File: src/inc/flash_protect_consts.vh
`ifndef FLASH_PROTECT_CONSTS_VH
`define FLASH_PROTECT_CONSTS_VH

// ************************************************************
// register select codes on the command port
// ************************************************************
`define REG_BANK      4'h0
`define REG_MODE      4'h1
`define REG_PASS      4'h2
`define REG_PERSISTENT_BIT_LOCK      4'h3
`define REG_PPB       4'h4
`define REG_PPB_ERASE 4'h5
`define REG_DYB       4'h6
`define REG_NVDL      4'h7
`define REG_VDL       4'h8

// ************************************************************
// field positions
// ************************************************************
`define BANK_FOUR_BYTE_BIT 7
`define BANK_LOW_BIT       0
`define MODE_PWD_LOCK_BIT  2
`define MODE_PST_LOCK_BIT  1
`define FREEZE_BIT         0
`define ADDR_LOW_MSB       23

// ************************************************************
// reset and shipped values
// ************************************************************
`define MODE_SHIPPED    16'hfe7f
`define PASS_SHIPPED    64'hffffffffffffffff
`define PATTERN_SHIPPED 8'h00
`define SECTOR_OPEN     8'hff
`define SECTOR_GUARDED  8'h00
`define FREEZE_OPEN     1'b1

`endif

File: src/hdl/flash_protect_addr_regs.v
// Overview of operation
// - extended bit set: full four-byte command address
// - extended bit clear: three bytes plus bank bits
// - bank low bit is address bit 24
// - password lock at 0 fixes password mode
// - persistent lock at 0 fixes persistent mode
// - 64-bit password, hidden once password mode
// - freeze bit 0 refuses persistent bit changes
// - freeze bit set after reset outside password mode, cleared in it, upper zero
// - dynamic access 00h guards, FFh opens, reset FFh
// - working pattern loaded from stored at reset
`timescale 1ns/10ps
`default_nettype none
`include "flash_protect_consts.vh"

module flash_protect_addr_regs #(
  parameter [0:0] big_density = 1'b1, // 1: bank low bit drives address bit 24
  parameter nsect = 512,              // number of protection sectors
  parameter sect_w = 9                // width of a sector index
) (
  input wire clk,                      // system clock
  input wire srst,                     // hardware reset, synchronous
  input wire nv_init,                  // loads shipped non-volatile contents
  input wire cmd_valid,                // register command strobe
  input wire cmd_write,                // 1 write or program, 0 read
  input wire [3:0] cmd_reg,            // register select
  input wire [sect_w-1:0] cmd_sector,  // sector for per-sector access
  input wire [63:0] cmd_wdata,         // write data, low bits used
  input wire [31:0] cmd_addr,          // address taken from a command
  input wire [sect_w-1:0] query_sector, // sector asked about by the array
  output reg [63:0] rsp_rdata,         // read answer
  output reg rsp_valid,                // read answer strobe
  output reg cmd_refused,              // write was refused
  output reg [31:0] mem_addr,          // formed memory address
  output reg four_byte_addr_enable,    // extended address mode
  output reg sector_protected,         // query_sector is guarded
  output reg password_mode,            // password mode fixed
  output reg persistent_mode,          // persistent mode fixed
  output reg [7:0] training_pattern,   // working pattern for ddr latency
  output reg training_enable           // pattern delivery enabled
);

  // ************************************************************
  // storage
  // ************************************************************
  reg bank_bit_low;
  reg [15:0] protection_mode_select;
  reg [63:0] password_value;
  reg persistent_bits_freeze;
  reg [7:0] stored_pattern;
  reg [63:0] next_rdata;
  wire [nsect-1:0] persistent_sector_bit;
  wire [nsect-1:0] dynamic_sector_bit;

  // ************************************************************
  // command decode
  // ************************************************************
  wire wr;
  wire rd;
  wire bank_wr;
  wire mode_wr;
  wire pass_wr;
  wire freeze_wr;
  wire ppb_wr;
  wire ppb_erase;
  wire dyb_wr;
  wire nvdl_wr;
  wire vdl_wr;
  wire pass_locked;
  wire ppb_change_ok;
  wire ppb_refuse;
  wire pass_refuse;

  // strobes qualified by the select code
  assign wr = cmd_valid & cmd_write;
  assign rd = cmd_valid & ~cmd_write;
  assign bank_wr = wr & (cmd_reg == `REG_BANK);
  assign mode_wr = wr & (cmd_reg == `REG_MODE);
  assign pass_wr = wr & (cmd_reg == `REG_PASS);
  assign freeze_wr = wr & (cmd_reg == `REG_PERSISTENT_BIT_LOCK);
  assign ppb_wr = wr & (cmd_reg == `REG_PPB);
  assign ppb_erase = wr & (cmd_reg == `REG_PPB_ERASE);
  assign dyb_wr = wr & (cmd_reg == `REG_DYB);
  assign nvdl_wr = wr & (cmd_reg == `REG_NVDL);
  assign vdl_wr = wr & (cmd_reg == `REG_VDL);

  // password mode is chosen when its lock bit has been programmed low
  assign pass_locked = ~protection_mode_select[`MODE_PWD_LOCK_BIT];

  // persistent bits may change only while the freeze bit is high
  assign ppb_change_ok = persistent_bits_freeze;
  assign ppb_refuse = (ppb_wr | ppb_erase) & ~ppb_change_ok;

  // once hidden, the password is no longer programmable either
  assign pass_refuse = pass_wr & pass_locked;

  // ************************************************************
  // bank register and address forming
  // ************************************************************

  // volatile bank bits clear on reset; bits 6..1 are reserved
  always @(posedge clk) begin
    if (srst) begin
      four_byte_addr_enable <= 1'b0;
      bank_bit_low <= 1'b0;
    end else if (bank_wr) begin
      four_byte_addr_enable <= cmd_wdata[`BANK_FOUR_BYTE_BIT];
      bank_bit_low <= cmd_wdata[`BANK_LOW_BIT] & big_density;
    end
  end

  // address formed one cycle after cmd_addr is presented
  always @(posedge clk) begin
    if (srst) begin
      mem_addr <= 32'h0;
    end else if (four_byte_addr_enable) begin
      mem_addr <= cmd_addr;
    end else begin
      mem_addr <= {7'h0, bank_bit_low, cmd_addr[`ADDR_LOW_MSB:0]};
    end
  end

  // ************************************************************
  // one-time-programmable mode, password and stored pattern
  // ************************************************************

  // programming can only clear bits, so a lock once low stays low
  always @(posedge clk) begin
    if (nv_init) begin
      protection_mode_select <= `MODE_SHIPPED;
    end else if (mode_wr) begin
      protection_mode_select <= protection_mode_select & cmd_wdata[15:0];
    end
  end

  // mode outputs follow the lock bits one cycle later
  always @(posedge clk) begin
    if (srst) begin
      password_mode <= 1'b0;
      persistent_mode <= 1'b0;
    end else begin
      password_mode <= pass_locked;
      persistent_mode <= ~protection_mode_select[`MODE_PST_LOCK_BIT];
    end
  end

  // password bits program from 1 to 0 only
  always @(posedge clk) begin
    if (nv_init) begin
      password_value <= `PASS_SHIPPED;
    end else if (pass_wr & ~pass_locked) begin
      password_value <= password_value & cmd_wdata;
    end
  end

  // stored pattern ships as 00h, so programming sets bits
  always @(posedge clk) begin
    if (nv_init) begin
      stored_pattern <= `PATTERN_SHIPPED;
    end else if (nvdl_wr) begin
      stored_pattern <= stored_pattern | cmd_wdata[7:0];
    end
  end

  // ************************************************************
  // persistent bit freeze
  // ************************************************************

  // reset reopens the array in persistent mode; software can only clear
  // the freeze bit, since only a reset outside password mode sets it again
  always @(posedge clk) begin
    if (srst) begin
      persistent_bits_freeze <= pass_locked ? ~`FREEZE_OPEN : `FREEZE_OPEN;
    end else if (freeze_wr) begin
      persistent_bits_freeze <= persistent_bits_freeze & cmd_wdata[`FREEZE_BIT];
    end
  end

  // ************************************************************
  // per-sector protection bits
  // ************************************************************
  genvar g;
  generate
    for (g = 0; g < nsect; g = g + 1) begin : g_sect
      localparam [sect_w-1:0] idx = g;
      reg ppb_q;
      reg dyb_q;

      // non-volatile bit: program guards one sector, erase opens all
      always @(posedge clk) begin
        if (nv_init) begin
          ppb_q <= 1'b1;
        end else if (ppb_erase & ppb_change_ok) begin
          ppb_q <= 1'b1;
        end else if (ppb_wr & ppb_change_ok & (cmd_sector == idx)) begin
          // programming only clears; other data leaves the bit as it was
          ppb_q <= ppb_q & (cmd_wdata[7:0] != `SECTOR_GUARDED);
        end
      end

      // volatile bit: any value other than FFh guards the sector
      always @(posedge clk) begin
        if (srst) begin
          dyb_q <= 1'b1;
        end else if (dyb_wr & (cmd_sector == idx)) begin
          dyb_q <= (cmd_wdata[7:0] == `SECTOR_OPEN);
        end
      end

      assign persistent_sector_bit[g] = ppb_q;
      assign dynamic_sector_bit[g] = dyb_q;
    end
  endgenerate

  // either bit low guards the sector against program and erase
  always @(posedge clk) begin
    if (srst) begin
      sector_protected <= 1'b0;
    end else begin
      sector_protected <= ~persistent_sector_bit[query_sector] |
                          ~dynamic_sector_bit[query_sector];
    end
  end

  // ************************************************************
  // training pattern
  // ************************************************************

  // reset copies the stored pattern; the host may overwrite it later
  always @(posedge clk) begin
    if (srst) begin
      training_pattern <= stored_pattern;
    end else if (vdl_wr) begin
      training_pattern <= cmd_wdata[7:0];
    end
  end

  // an all-zero pattern means no pattern is driven
  always @(posedge clk) begin
    if (srst) begin
      training_enable <= 1'b0;
    end else begin
      training_enable <= (training_pattern != `PATTERN_SHIPPED);
    end
  end

  // ************************************************************
  // read path
  // ************************************************************

  // read data mux; reserved bits and unknown selects read zero
  always @* begin
    next_rdata = 64'h0;
    case (cmd_reg)
      `REG_BANK: begin
        next_rdata[`BANK_FOUR_BYTE_BIT] = four_byte_addr_enable;
        next_rdata[`BANK_LOW_BIT] = bank_bit_low;
      end
      `REG_MODE: begin
        next_rdata[15:0] = protection_mode_select;
      end
      `REG_PASS: begin
        next_rdata = pass_locked ? 64'h0 : password_value;
      end
      `REG_PERSISTENT_BIT_LOCK: begin
        next_rdata[`FREEZE_BIT] = persistent_bits_freeze;
      end
      `REG_PPB: begin
        next_rdata[7:0] = {8{persistent_sector_bit[cmd_sector]}};
      end
      `REG_DYB: begin
        next_rdata[7:0] = {8{dynamic_sector_bit[cmd_sector]}};
      end
      `REG_NVDL: begin
        next_rdata[7:0] = stored_pattern;
      end
      `REG_VDL: begin
        next_rdata[7:0] = training_pattern;
      end
      default: begin
        next_rdata = 64'h0;
      end
    endcase
  end

  // answer registered one cycle after the read strobe, held until next read
  always @(posedge clk) begin
    if (srst) begin
      rsp_rdata <= 64'h0;
      rsp_valid <= 1'b0;
    end else begin
      rsp_valid <= rd;
      if (rd) begin
        rsp_rdata <= next_rdata;
      end
    end
  end

  // refusal shows as a one-cycle pulse after the write
  always @(posedge clk) begin
    if (srst) begin
      cmd_refused <= 1'b0;
    end else begin
      cmd_refused <= ppb_refuse | pass_refuse;
    end
  end

endmodule // flash_protect_addr_regs

`default_nettype wire

File: config.mk
export PLATFORM = sky130hd
export DESIGN_NAME = flash_protect_addr_regs
export DESIGN_NICKNAME = d
export VERILOG_FILES = /design/src/hdl/flash_protect_addr_regs.v
export VERILOG_INCLUDE_DIRS = /design/src /design/src/inc
export SDC_FILE = /design/constraint.sdc
export NUM_CORES = 2
export LEC_CHECK = 0
export BUFFER_PORTS_ARGS = -buffer_cell sky130_fd_sc_hd__buf_2
export CORE_ASPECT_RATIO = 0.7
export CORE_MARGIN = 2
export CORE_UTILIZATION = 40
export CTS_BUF_LIST = sky130_fd_sc_hd__clkbuf_8
export CTS_CLUSTER_SIZE = 40
export DETAILED_ROUTE_END_ITERATION = 6
export PLACE_DENSITY = 0.62
export SLEW_MARGIN = 20
export SYNTH_ARGS = -nofsm -noshare
export SYNTH_HDL_FRONTEND = slang
export SYNTH_SLANG_ARGS = --single-unit
File: constraint.sdc
create_clock -name clk -period 3.8 [get_ports clk]
set_clock_uncertainty 0.05 [all_clocks]
set_input_delay 0.19 -clock clk [delete_from_list [all_inputs] [get_ports clk]]
set_output_delay 0.19 -clock clk [all_outputs]
set_load 0.01 [all_outputs]
==> flow_metrics.env <==
export IMPL_powerDensity_nw_per_um2=409
export IMPL_syn_inst=6354
export IMPL_die_w_um=452
export IMPL_dp_slack_ns=0.0861
export IMPL_status="complete, but fails checks"
export IMPL_final_nets=6894
export IMPL_period_needed_ns=3.53
export IMPL_whs_ns=0.0418
export IMPL_drt_wirelength_per_cell_um=27.5
export IMPL_synth_cell_type_count=63
export IMPL_ant_nets=0
export IMPL_design_core_area_um2=139000
export IMPL_setup_slack_ns=0.272
export IMPL_h_tree_depth=4
export IMPL_hold_path_class="in2reg"
export IMPL_synth_nets=6477
export IMPL_wl_met3_um=37700
export IMPL_rsz0062_at_grt="false"
export IMPL_num_fill_cells=12765
export IMPL_cp_required_ns=4.58
export IMPL_topRoutingLayerUsed="met5"
export IMPL_critPathLaunchType="input pin"
export IMPL_dp_cells=8149
export IMPL_m1WireLength_um=95800
export IMPL_clk_latency_ns=0.98
export IMPL_tns_ns=0
export IMPL_r2r_start="protection_mode_select[2]$_SDFFE_PP1P_"
export IMPL_cts_tree="yes"
export IMPL_postCtsSetupBuffers=0
export IMPL_fin_cells=8801
export IMPL_yosys_warnings=0
export IMPL_async_flop_share=0
export IMPL_yosys_area_top_type="dfxtp_1"
export IMPL_startpoint="query_sector[3]"
export IMPL_cp_arrival_ns=4.31
export IMPL_numClockSinks=1225
export IMPL_worstHoldStart="cmd_wdata[14]"
export IMPL_dr_pass1_iters=7
export IMPL_grt_max_degree=190
export IMPL_critPathKind="in2reg"
export IMPL_rows=114
export IMPL_drive_gt1_frac=0.181
export IMPL_synth_most_common_cell="nand2_1"
export IMPL_clockBufferDepth=3
export IMPL_p_leak_nw=25.3
export IMPL_cts_buffers=185
export IMPL_die_h_um=317
export IMPL_yosys_top_cells_area="dfxtp_1, mux4_2, o21ai_0"
export IMPL_ys_flop_type="dfxtp_1"
export IMPL_ioPinCount=234
export IMPL_area_delta_synth_final_pct=19.6
export IMPL_clock_root_buffer="clkbuf_8"
export IMPL_final_design_area_no_fill_um2=67100
export IMPL_grt_pass1_vias=51967
export IMPL_ys_seq_area_frac=0.439
export IMPL_wl_met2_um=96900
export IMPL_via_per_inst=6.34
export IMPL_ys_ff_latch=1225
export IMPL_setup_viol=0
export IMPL_path_clk_slew_ns=0.06
export IMPL_num_vias=55779
export IMPL_syn_avg_cell_area_um2=8.83
export IMPL_max_freq_ghz=0.283
export IMPL_initial_core_util=0.405
export IMPL_violations="DRC"
export IMPL_worst_pin_slew_ns=1.29
export IMPL_grt_overflow=0
export IMPL_crit_path_end_kind="flop"
export IMPL_whs_path_depth=4
export IMPL_antenna_found_initial=23
export IMPL_synth_top_area_frac=0.434
export IMPL_grt_pass1_wl_um=353000
export IMPL_drt_iter0_markers=8935
export IMPL_postPlaceCellArea_um2=60100
export IMPL_ff2ff_path_depth=8
export IMPL_finalWeightedCongestion=0.994
export IMPL_fin_util=0.484
export IMPL_irDropWorstVdd_v=0.000387
export IMPL_drc=12
export IMPL_dp_hpwl_um=147000
export IMPL_port_buffer_count=233
export IMPL_syn_cell_area_um2=56100
export IMPL_slew_headroom=0.135
export IMPL_drv_cap=0
export IMPL_synth_edf_count=9
export IMPL_finalPower_mw=27.4
export IMPL_grt_usage=0.328
export IMPL_finalHoldViolCount=0
export IMPL_post_route_period_util=0.928
export IMPL_drt_total_wl_um=242000
export IMPL_die_area_um2=143000
export IMPL_synth_common_cells="nand2_1, o21ai_0, dfxtp_1"
export IMPL_crit_fanout=39
export IMPL_slew_violations=0
-- report_power, final --
group	switching, mW	internal, mW	leakage (nW)
Sequential	0.0260	12.9	9.94
Combinational	1.66	0.899	13.0
Clock	5.78	6.19	2.29
Total	7.47	20.0	25.3
-- routing by layer --
metal / vias to the layer above / track usage
li1: 23598 / -
met1: 27088 / 0.449
met2: 4249 / 0.454
met3: 832 / 0.126
met4: 12 / 0.152
met5: - / 0
-- timing repair --
| action | CTS | global route |
|---|---|---|
| endpoints found under the hold margin | 707 | 0 |
| gates resized for setup | 0 | 2 |
| endpoints found under the setup margin | 0 | 4 |
| hold buffers | 291 | 0 |
-- cells by family after synthesis --
kind of cell,Yosys count,synth area share
mux,515,0.172
buf+inv,603,0.0458
compound gates,2113,0.202
simple gates,1898,0.142
flops,1225,0.439
-- state kept, by name, indices dropped and copies added, names as in the netlist --
signal and count:
g_sect.dyb_q 512, g_sect.ppb_q 512, password_value 64, rsp_rdata 64, mem_addr 32, protection_mode_select 16, stored_pattern 8, training_pattern 8
bank_bit_low 1, cmd_refused 1, four_byte_addr_enable 1, password_mode 1, persistent_bits_freeze 1, persistent_mode 1, rsp_valid 1, sector_protected 1
training_enable 1
-- layout make-up --
type / count / area [µm²] / share of cell area
antenna: 19 / 47.5 / 0.000709
clock inverter: 106 / 754 / 0.0112
multi-input combinational: 4526 / 29200 / 0.435
inverter: 6 / 22.5 / 0.000336
clock buffer: 236 / 3250 / 0.0484
timing repair buffer: 827 / 6870 / 0.102
sequential: 1225 / 24600 / 0.367
tap: 1856 / 2320 / 0.0346
-- layout by cell type, fill, tap and decap left out, drive strengths merged, types with 19 or more instances in the layout --
cell	count
a22oi	67
mux2i	138
mux4	356
inv	71
clkbuf	237
diode	19
nor2	97
o211ai	35
buf	535
a221oi	26
nand2b	89
nand3	209
o21ai	1302
nor3	29
nor2b	49
a21oi	563
clkinv	32
mux2	21
dlygate4sd3	291
dfxtp	1216
a22o	51
nand2	1365
-- worst max-delay path: stages --
cell and delay (ns):
buf_4 0.77, buf_4 0.37, buf_4 0.21, o21ai_0 0.12
mux4_2 0.53, nand2_1 0.09, nand3b_1 0.07, dlygate4sd3_1 0.57
a31oi_1 0.15, dlygate4sd3_1 0.59, nor4b_2 0.05, dlygate4sd3_1 0.54
-- path summary, 6_finish.rpt --
kind	end	slack (ns)
hold reg to reg	persistent_mode$_SDFF_PP0_	0.39
setup / recovery	sector_protected$_SDFF_PP0_	0.27
hold / removal	password_value[14]$_SDFFE_PP1P_	0.04
setup reg to reg	password_value[32]$_SDFFE_PP1P_	0.28
(Power assumes the default switching activity.)
